File: src/hdl/eabd_consts.vh
`ifndef EABD_CONSTS_VH
`define EABD_CONSTS_VH

// serial instruction codes
`define EABD_CMD_RD_BANK 8'h16
`define EABD_CMD_WR_BANK 8'h17
`define EABD_CMD_SOFT_RST 8'hF0
`define EABD_CMD_RD_STAT2 8'h07
`define EABD_CMD_RD_DISC 8'h5A
`define EABD_CMD_READ3 8'h03
`define EABD_CMD_READ4 8'h13

// bank register fields and reset value
`define EABD_BANK_RESET 8'h00
`define EABD_BANK_MODE_BIT 7

// status register 2 field carrying the sector option flag
`define EABD_STAT2_OPT_BIT 7

// discovery table: word indices (byte offset / 4) and contents
`define EABD_DISC_WIDX_BFP16 6'h0F
`define EABD_DISC_WORD_BFP16 32'hA8FA28F0
`define EABD_DISC_WIDX_DET1 6'h10
`define EABD_DISC_WORD_DET1 32'h803007FC
`define EABD_DISC_BLANK 8'hFF

// frame sizes
`define EABD_ADDR_BYTES_3 3'h3
`define EABD_ADDR_BYTES_4 3'h4

`endif

File: src/hdl/eabd_top.v
`timescale 1ns/1ps
`include "eabd_consts.vh"

module eabd_top (
	// clock and reset
	input wire clk_in,
	input wire reset_in,
	// serial link from host (mode 0)
	input wire sck_in,
	input wire cs_n_in,
	input wire mosi_in,
	output reg miso_out,
	output reg miso_oe_out,
	// sector option strap reported in status register 2
	input wire uniform_sector_option_flag_in,
	// decoded array address for read instructions
	output reg [31:0] array_addr_out,
	output reg array_addr_valid_out,
	// bank register contents
	output reg [7:0] extended_address_bank_out
);

	localparam [2:0] ST_CMD = 3'h0;
	localparam [2:0] ST_ADDR = 3'h1;
	localparam [2:0] ST_DUMMY = 3'h2;
	localparam [2:0] ST_DATA = 3'h3;
	localparam [2:0] ST_WDATA = 3'h4;
	localparam [2:0] ST_IGNORE = 3'h5;

	wire sck_sync;
	wire cs_n_sync;
	wire mosi_sync;
	wire opt_sync;

	eabd_sync #(.RESET_VAL(1'b0)) u_sync_sck (
		.clk_in(clk_in),
		.reset_in(reset_in),
		.d_in(sck_in),
		.q_out(sck_sync)
	);
	eabd_sync #(.RESET_VAL(1'b1)) u_sync_cs (
		.clk_in(clk_in),
		.reset_in(reset_in),
		.d_in(cs_n_in),
		.q_out(cs_n_sync)
	);
	eabd_sync #(.RESET_VAL(1'b0)) u_sync_mosi (
		.clk_in(clk_in),
		.reset_in(reset_in),
		.d_in(mosi_in),
		.q_out(mosi_sync)
	);
	eabd_sync #(.RESET_VAL(1'b0)) u_sync_opt (
		.clk_in(clk_in),
		.reset_in(reset_in),
		.d_in(uniform_sector_option_flag_in),
		.q_out(opt_sync)
	);

	reg sck_prev_reg;
	reg [2:0] state_reg;
	reg [2:0] state_next;
	reg [2:0] bit_cnt_reg;
	reg [2:0] byte_cnt_reg;
	reg [2:0] byte_cnt_next;
	reg [2:0] addr_len_reg;
	reg [2:0] addr_len_next;
	reg [7:0] rx_reg;
	reg [7:0] cmd_reg;
	reg [7:0] cmd_next;
	reg [31:0] addr_reg;
	reg [31:0] addr_next;
	reg [7:0] tx_reg;
	reg [7:0] tx_next;
	reg [7:0] bank_next;
	reg [31:0] out_addr_next;
	reg out_valid_next;

	wire sck_rise = sck_sync & ~sck_prev_reg;
	wire sck_fall = ~sck_sync & sck_prev_reg;
	wire [7:0] rx_byte = {rx_reg[6:0], mosi_sync};
	wire byte_done = sck_rise & (bit_cnt_reg == 3'h7);
	wire four_byte_mode = extended_address_bank_out[`EABD_BANK_MODE_BIT];
	wire [7:0] stat2_value = {opt_sync, 7'h00};

	// discovery table lookup; unused locations read as erased bytes
	function [7:0] disc_byte;
		input [31:0] ofs;
		reg [31:0] word;
		begin
			word = 32'hFFFFFFFF;
			if (ofs[31:8] == 24'h000000) begin
				if (ofs[7:2] == `EABD_DISC_WIDX_BFP16)
					word = `EABD_DISC_WORD_BFP16;
				else if (ofs[7:2] == `EABD_DISC_WIDX_DET1)
					word = `EABD_DISC_WORD_DET1;
			end
			case (ofs[1:0])
				2'h0: disc_byte = word[7:0];
				2'h1: disc_byte = word[15:8];
				2'h2: disc_byte = word[23:16];
				default: disc_byte = word[31:24];
			endcase
		end
	endfunction

	// per-byte decisions, taken on the eighth rising clock edge of a byte
	always @* begin
		state_next = state_reg;
		cmd_next = cmd_reg;
		addr_next = addr_reg;
		byte_cnt_next = byte_cnt_reg;
		addr_len_next = addr_len_reg;
		tx_next = tx_reg;
		bank_next = extended_address_bank_out;
		out_addr_next = array_addr_out;
		out_valid_next = 1'b0;
		if (byte_done) begin
			case (state_reg)
				ST_CMD: begin
					cmd_next = rx_byte;
					byte_cnt_next = 3'h0;
					addr_next = 32'h00000000;
					case (rx_byte)
						`EABD_CMD_RD_BANK: begin
							tx_next = extended_address_bank_out;
							state_next = ST_DATA;
						end
						`EABD_CMD_RD_STAT2: begin
							tx_next = stat2_value;
							state_next = ST_DATA;
						end
						`EABD_CMD_WR_BANK: state_next = ST_WDATA;
						`EABD_CMD_SOFT_RST: begin
							bank_next = `EABD_BANK_RESET;
							state_next = ST_IGNORE;
						end
						`EABD_CMD_RD_DISC: begin
							addr_len_next = `EABD_ADDR_BYTES_3;
							state_next = ST_ADDR;
						end
						`EABD_CMD_READ3: begin
							// legacy read follows the bank mode bit
							addr_len_next = four_byte_mode ? `EABD_ADDR_BYTES_4 :
								`EABD_ADDR_BYTES_3;
							state_next = ST_ADDR;
						end
						`EABD_CMD_READ4: begin
							addr_len_next = `EABD_ADDR_BYTES_4;
							state_next = ST_ADDR;
						end
						default: state_next = ST_IGNORE;
					endcase
				end
				ST_ADDR: begin
					addr_next = {addr_reg[23:0], rx_byte};
					byte_cnt_next = byte_cnt_reg + 3'h1;
					if (byte_cnt_next == addr_len_reg) begin
						if (cmd_reg == `EABD_CMD_RD_DISC) begin
							state_next = ST_DUMMY;
						end else begin
							if (addr_len_reg == `EABD_ADDR_BYTES_4)
								out_addr_next = addr_next;
							else
								out_addr_next = {1'b0,
									extended_address_bank_out[6:0],
									addr_next[23:0]};
							out_valid_next = 1'b1;
							// array access lies outside this block
							state_next = ST_IGNORE;
						end
					end
				end
				ST_DUMMY: begin
					tx_next = disc_byte(addr_reg);
					state_next = ST_DATA;
				end
				ST_DATA: begin
					if (cmd_reg == `EABD_CMD_RD_DISC) begin
						addr_next = addr_reg + 32'h00000001;
						tx_next = disc_byte(addr_next);
					end else if (cmd_reg == `EABD_CMD_RD_BANK) begin
						tx_next = extended_address_bank_out;
					end else begin
						tx_next = stat2_value;
					end
				end
				ST_WDATA: begin
					bank_next = rx_byte;
					// further bytes are ignored so only one byte is taken
					state_next = ST_IGNORE;
				end
				default: state_next = ST_IGNORE;
			endcase
		end
	end

	always @(posedge clk_in) begin
		if (reset_in) begin
			sck_prev_reg <= 1'b0;
			state_reg <= ST_CMD;
			bit_cnt_reg <= 3'h0;
			byte_cnt_reg <= 3'h0;
			addr_len_reg <= `EABD_ADDR_BYTES_3;
			rx_reg <= 8'h00;
			cmd_reg <= 8'h00;
			addr_reg <= 32'h00000000;
			tx_reg <= 8'h00;
			extended_address_bank_out <= `EABD_BANK_RESET;
			array_addr_out <= 32'h00000000;
			array_addr_valid_out <= 1'b0;
			miso_out <= 1'b0;
			miso_oe_out <= 1'b0;
		end else begin
			sck_prev_reg <= sck_sync;
			array_addr_valid_out <= out_valid_next;
			extended_address_bank_out <= bank_next;
			array_addr_out <= out_addr_next;
			if (cs_n_sync) begin
				// deselect aborts any frame; a partial byte is dropped
				state_reg <= ST_CMD;
				bit_cnt_reg <= 3'h0;
				miso_oe_out <= 1'b0;
				miso_out <= 1'b0;
			end else begin
				state_reg <= state_next;
				cmd_reg <= cmd_next;
				addr_reg <= addr_next;
				byte_cnt_reg <= byte_cnt_next;
				addr_len_reg <= addr_len_next;
				if (sck_rise) begin
					bit_cnt_reg <= bit_cnt_reg + 3'h1;
					rx_reg <= rx_byte;
					if (byte_done)
						tx_reg <= tx_next;
				end
				// output changes on the falling edge, so it is stable at the rise
				if (sck_fall && state_reg == ST_DATA) begin
					miso_out <= tx_reg[7];
					tx_reg <= {tx_reg[6:0], 1'b0};
					miso_oe_out <= 1'b1;
				end
			end
		end
	end

endmodule

File: src/hdl/eabd_sync.v
`timescale 1ns/1ps

// two-stage synchroniser for one pin; the first stage feeds only the second
module eabd_sync #(
	parameter [0:0] RESET_VAL = 1'b0
) (
	// clock and reset
	input wire clk_in,
	input wire reset_in,
	// pin and synchronised level
	input wire d_in,
	output reg q_out
);

	reg meta_reg;

	always @(posedge clk_in) begin
		if (reset_in) begin
			meta_reg <= RESET_VAL;
			q_out <= RESET_VAL;
		end else begin
			meta_reg <= d_in;
			q_out <= meta_reg;
		end
	end

endmodule

File: config.mk
export PLATFORM = sky130hd
export DESIGN_NAME = eabd_top
export DESIGN_NICKNAME = d
export VERILOG_FILES = /design/src/hdl/eabd_top.v /design/src/hdl/eabd_sync.v
export VERILOG_INCLUDE_DIRS = /design/src /design/src/hdl
export SDC_FILE = /design/constraint.sdc
export NUM_CORES = 1
export LEC_CHECK = 0
export ABC_AREA = 1
export CAP_MARGIN = 20
export CORE_MARGIN = 1
export CORE_UTILIZATION = 35
export DETAILED_ROUTE_END_ITERATION = 8
export DONT_BUFFER_PORTS = 1
export SETUP_SLACK_MARGIN = 0.3
export SLEW_MARGIN = 15
export SYNTH_ARGS = -nofsm -noshare
export SYNTH_HDL_FRONTEND = slang
export SYNTH_SLANG_ARGS = --single-unit
File: constraint.sdc
create_clock -name clk_in -period 2.6 [get_ports clk_in]
set_input_delay 0 -clock clk_in [delete_from_list [all_inputs] [get_ports clk_in]]
set_output_delay 0 -clock clk_in [all_outputs]
set_load 0.01 [all_outputs]
==> results of run 1 <==
[area by class of cell]
type	count	area (um2)	share of cell area, %
clock buffers	18	439	5.36
clock inverters	14	136	1.67
inverters	108	415	5.07
repair buffers	58	532	6.49
multi-input cells	720	3980	48.6
flip-flops and latches	118	2400	29.3
well taps	229	287	3.50
[metal layers]
metal  GRT usage, %  part of all wire, %
met2           38.0                   48
met5              0                    0
met3           5.42                  6.5
met1           28.9                   43
met4           9.77                  2.5
[synth_stat cells (3+ instances only)]
master | instances | area, um2
a211oi_1 | 7 | 52.6
a21oi_1 | 91 | 455
a221oi_1 | 29 | 254
a22oi_1 | 9 | 67.6
a31oi_1 | 5 | 31.3
buf_2 | 3 | 15.0
clkbuf_1 | 33 | 124
dfxtp_1 | 118 | 2360
ha_1 | 10 | 125
inv_1 | 102 | 383
inv_2 | 5 | 18.8
nand2_1 | 218 | 818
nand2_2 | 10 | 62.6
nand3_1 | 40 | 200
nand3_2 | 3 | 30.0
nand4_1 | 15 | 93.8
nor2_1 | 132 | 495
nor2_2 | 5 | 31.3
nor2_4 | 11 | 124
nor3_1 | 6 | 30.0
o21ai_0 | 79 | 395
o21ai_1 | 12 | 60.1
o22ai_1 | 4 | 25.0
o31ai_1 | 3 | 22.5
or2_2 | 4 | 25.0
xor2_1 | 7 | 61.3
[power by group]
part / internal, uW / leakage [uW] / switching [uW] / total, uW
Sequential: 1810 / 0.000964 / 5.44 / 1820
Clock: 1360 / 0.000275 / 978 / 2340
Combinational: 20.8 / 0.00197 / 27.3 / 48.1
[worst register-to-register path, cell delays in order (launching register included)]
cell and delay [ps]:
dfxtp_2 360, ha_4 160, inv_4 40, nor2_4 200, nand2_4 100, nor2_4 160, nand2_1 80, nand2_1 100
nand2_2 90, nor2_4 100, nand2_2 70, nor2_4 120, nand4_1 170, nand2_1 140, nand2_1 60, nand2_1 70
nand2_1 60, o21ai_1 120, a21o_1 150, a21oi_2 50
[logic make-up (layout without fill, tap and decap cells)]
kind of cell,after synthesis,after routing,synth area share (%)
flip-flops,118,118,36.0
AND/OR/NAND/NOR,452,452,30.2
adder cells (fa/ha/maj),10,10,1.91
XOR/XNOR,9,9,1.20
AO/OA/AOI/OAI,249,249,22.1
buffers and inverters,147,198,8.59
[how the worst max path moves through the flow]
| stage | from | endpoint | slack (ps) | cells past startpoint |
|---|---|---|---|---|
| after floorplan | addr_reg[0] | tx_reg[1] | 320 | 20 |
| after detailed placement | addr_reg[3] | tx_reg[1] | 30 | 19 |
| after global routing | addr_reg[1] | tx_reg[6] | -110 | 22 |
| after CTS | addr_reg[1] | tx_reg[7] | 210 | 17 |
| final | addr_reg[1] | tx_reg[7] | 100 | 19 |
| after global placement | addr_reg[13] | tx_reg[7] | 1 | 18 |
[stage by stage]
step / util (%) / setup slack [ps] / TNS (ps) / std cells
after CTS: 43.5 / 210 / 0 / 1260
after global routing: 45.1 / -113 / -261 / 1265
after detailed placement: 38.3 / 34.9 / 0 / 1204
final: 45.1 / 95.9 / 0 / 1265
after global placement: 38.3 / 1.40 / 0 / 1204
after floorplan: - / 325 / 0 / 985
[timing repair]
item                       in CTS  in global routing
cloned                          1                  0
resized for setup              48                 71
setup endpoints to repair      30                 38
hold endpoints to repair       92                 48
setup buffers                   9                  5
pin swaps                      22                 32
==> results.yml, run 1 <==
logic_synthesis:
  synth-main-ff-cell: "dfxtp_1"
  postSynthCellCount: 985
  ys_seq_area_share_pct: 36.0
  synth_edf_count: 0
  synth_area_mm2: 0.00656
  avgSynthCellArea_um2: 6.66
  ys_ff_latch: 118
  async_flop_share_pct: 0
  ys_types: 45
  synth_nets: 1001
  yosysWarnings: 0
clock_network:
  cts_max_level: 4
  clock-sinks: 118
  ctsLongestPathBuffers: 2
  cts_root_buf: "clkbuf_16"
  clk_pin_slew_ps: 60
  clock_latency_ps: 440
  cts_buffers: 17
  ctsHoldBuffers: 14
  cts_tree: "built"
sta:
  tightestPinTransition_ps: 496
  finalSetupViolCount: 0
  fin_crit_ps: 2500
  finalCritPeriodShare_pct: 96.3
  hold_ws_ps: -375
  rsz0062_at_grt: "true"
  slew_headroom_pct: 66.8
  final_max_slew_viol_count: 0
  final.setup_skew_ps: 6.07
  hold_viol_final: 48
  clock.fmax_mhz: 399
hold_path:
  min_path_cells: 1
  min-delay-start: "reset_in"
  hold_path_class: "primary input to register"
  hold-path-endpoint: "tx_reg[1]"
outcome:
  outcome: "finished with violations"
  failed_checks: "hold timing"
setup_path:
  r2r_start: "addr_reg[1]"
  crit_type: "register to register"
  reg2reg_depth: 19
  rrSetupSlack_ps: 100
  worstPathArrival_ps: 2830
  timing.critical_path.mode_cell: "nand2_1"
  critPathLaunchType: "register"
  cp.required_ps: 2930
  critPathMaxFanout: 4
  crit_slowest_cell: "dfxtp_2"
  end_kind: "register"
  reg2reg_to: "tx_reg[7]"
  critical_path.cell_chain: "ha_4 -> inv_4 -> nor2_4 -> nand2_4 -> nor2_4 -> nand2_1 -> nand2_1 -> nand2_2 -> nor2_4 -> nand2_2 -> nor2_4 -> nand4_1 -> nand2_1 -> nand2_1 -> nand2_1 -> nand2_1 -> o21ai_1 -> a21o_1 -> a21oi_2"
  path_delay_family: "simple AND/OR/NAND/NOR gates"
  critPathBufInv: 1
  slowest_delay_ps: 360
routing:
  dr.pass1.iters: 5
  drc: 0
  routed_wirelength_um: 21700
  ant_nets: 0
  via_count: 6903
  first_iter_violations: 623
  viasPerCell: 5.46
  wire_per_inst_um: 17.2
grt:
  gr-total-overflow: 0
  grt_pass1_wl_um: 34700
  grt_usage_pct: 23.1
  grt_pass1_vias: 6683
  antenna_found_initial: 0
  grt_max_degree: 62
floorplan:
  chipWidth_um: 139
  row_count: 49
  dieArea_mm2: 0.0193
  start_util_pct: 36.1
  core_mm2: 0.0181
  ioPinCount: 49
  die-height_um: 139
place:
  numPortBuffers: 0
  dpl.hpwl_um: 15100
  gp_congestion: 0.940
  placed_cell_area_mm2: 0.00694
final_layout:
  drive_above_1_share_pct: 20.6
  areaGrowthSynthToFinish_pct: 24.9
  n_fill_cell: 1865
  antennaDiodeCount: 0
  mostFrequentLayoutCell: "nand2_1"
  final_area_mm2: 0.00819
  layout.nets: 1039
  layout_common_cells: "nand2_1 (194), nor2_1 (107), inv_1 (98), dfxtp_1 (98), a21oi_1 (86)"
power:
  ir_drop_uv: 485
  p_leak_uw: 0.00321
  p_total_uw: 4200
  p_per_area_mw_per_mm2: 513
job:
  maxCapViolCount: 0
No activity file was read; power rests on OpenSTA's default activity.
==> inputs of run 2 (changes only) <==
--- a/config.mk
+++ b/config.mk
@@ -6,7 +6,7 @@
 export SDC_FILE = /design/constraint.sdc
 export NUM_CORES = 1
 export LEC_CHECK = 0
-export ABC_AREA = 1
+export ABC_AREA = 0
 export CAP_MARGIN = 20
 export CORE_MARGIN = 1
 export CORE_UTILIZATION = 35
==> results.yml, run 2 <==
logic_synthesis:
  async_flop_share_pct: 0
  ys_ff_latch: 118
  synthTopCellsByCount: "dfxtp_1 (118), nand2_1 (116), nor2_1 (115)"
  avgSynthCellArea_um2: 7.36
  synth_top_area_cell: "dfxtp_1"
  synth.most_common_cell: "dfxtp_1"
  synth-main-ff-cell: "dfxtp_1"
  synthTopCellsByArea: "dfxtp_1 (35%), a21oi_1 (6.9%), nand2_1 (6.4%), nor2_1 (6.4%), clkbuf_1 (3.8%)"
  synth-xor-area-share_pct: 3.09
  synth_edf_count: 0
  synth_adder_area_share_pct: 1.84
  synth_compound_area_share_pct: 23.4
  postSynthCellCount: 923
  ys_seq_area_share_pct: 34.8
  synth_top_area_share_pct: 34.8
  synth-simple-area-share_pct: 27.8
  synth_nets: 939
  ys_types: 69
  synth_area_mm2: 0.00679
  synth.area.mux_share_pct: 2.67
  yosysWarnings: 0
  synth_top_family_by_area: "simple AND/OR/NAND/NOR gates"
setup_path:
  startpoint: "addr_reg[8]"
  worstPathArrival_ps: 3290
  critPathLaunchType: "register"
  crit_type: "register to register"
  end_kind: "register"
  cp.required_ps: 2910
  r2r_start: "addr_reg[8]"
  critPathMaxFanout: 6
final_layout:
  utilization_pct: 48.5
  drive_above_1_share_pct: 25.6
  n_fill_cell: 1851
  layout.nets: 1036
  final_area_mm2: 0.00916
  layout_common_cells: "buf_4 (126), nand2_1 (114), nor2_1 (113)"
  areaGrowthSynthToFinish_pct: 34.8
  mostFrequentLayoutCell: "buf_4"
  antennaDiodeCount: 0
grt:
  grt_usage_pct: 23.5
  gr-total-overflow: 0
  grtUsageMet2_pct: 36.1
  grt_pass1_wl_um: 36500
  grt_max_degree: 114
  use_met1_pct: 31.9
  antenna_found_initial: 0
  grt_pass1_vias: 6765
  top_usage_layer: "met2"
  use_met3_pct: 4.86
floorplan:
  chipWidth_um: 141
  row_count: 50
  ioPinCount: 49
  dieArea_mm2: 0.0200
  die-height_um: 141
  core_mm2: 0.0189
  start_util_pct: 36.0
clock_network:
  cts_max_level: 4
  cts_root_buf: "clkbuf_16"
  clock-sinks: 118
  clk_pin_slew_ps: 60
  cts_buffers: 17
  clock_latency_ps: 430
  cts_tree: "built"
  ctsLongestPathBuffers: 2
power:
  p_leak_uw: 0.00322
  p_per_area_mw_per_mm2: 459
  p_total_uw: 4200
  ir_drop_uv: 419
routing:
  dr.pass1.iters: 5
  first_iter_violations: 708
  via_count: 7290
  routed_wirelength_um: 23100
  drc: 0
  ant_nets: 0
  viasPerCell: 5.64
  wire_per_inst_um: 17.9
place:
  dpl.hpwl_um: 15100
  placed_cell_area_mm2: 0.00776
  numPortBuffers: 0
  gp_congestion: 0.925
sta:
  setup_tns_ps: -2430
  slew_headroom_pct: 68.0
  final.setup_skew_ps: 12.4
  final_max_slew_viol_count: 0
  clock.fmax_mhz: 336
  fin_ws_ps: -373
  hold_viol_final: 6
  tightestPinTransition_ps: 477
  finalSetupViolCount: 8
  hold_ws_ps: -26.7
  finalCritPeriodShare_pct: 114
  rsz0062_at_grt: "true"
  fin_crit_ps: 2970
outcome:
  failed_checks: "hold timing, setup timing"
  outcome: "finished with violations"
hold_path:
  hold_path_class: "primary input to register"
  min-delay-start: "reset_in"
job:
  maxCapViolCount: 0
==> run 2: path summary, 6_finish.rpt <==
path	to	slack, ps	cells after the start
setup reg to reg	tx_reg[6]	-370	10
hold / removal	extended_address_bank_out[1]	-30	2
hold reg to reg	tx_reg[5]	460	2
setup / recovery	tx_reg[6]	-370	10
==> run 2: routing by layer <==
metal / vias to the layer above / wire (um)
met3: 35 / 1910
met4: 0 / 485
met5: - / 0
li1: 3489 / -
met2: 314 / 10300
met1: 3452 / 10400
==> run 2: logic make-up after synthesis <==
| group | Yosys count |
|---|---|
| flops | 118 |
| buf+inv | 106 |
| compound gates | 250 |
| fa+ha+maj | 10 |
| xor+xnor | 24 |
| mux | 18 |
| simple gates | 397 |
==> run 2: where the power goes <==
group	leakage (uW)	switching, uW	internal (uW)
sequential	0.000962	3.34	1810
clock	0.000271	913	1420
combinational	0.00198	32.9	22.4
total	0.00322	949	3250
==> run 2: per-stage QoR <==
stage,worst slack (ps),cells
finish,-373,1293
global route,-488,1293
CTS,-293,1277
detailed placement,-367,1214
global placement,-302,1214
floorplan,-356,923
==> run 2: layout make-up <==
class	instances	area (um2)	area share (%)
multi-input cells	700	4390	47.9
flip-flops and latches	118	2390	26.1
repair buffers	165	1400	15.3
clock buffers	19	433	4.73
well taps	260	325	3.55
clock inverters	13	149	1.63
inverters	18	67.6	0.738
==> run 2: timing repair <==
action	in CTS	in global routing
resized for setup	46	44
cloned	1	0
setup buffers	8	15
hold buffers	22	1
endpoints found under the hold margin	118	90
pin swaps	19	21
setup endpoints to repair	18	53
==> run 2: worst max-delay path: stages (launching register included) <==
cell and delay (ps):
dfxtp_2 370, nand2_2 70, or4_4 590, or4_4 560, a211oi_2 220, o2111ai_2 200, nor3_4 300, buf_6 150
a211oi_4 50, a2111oi_2 240, o21ai_1 90
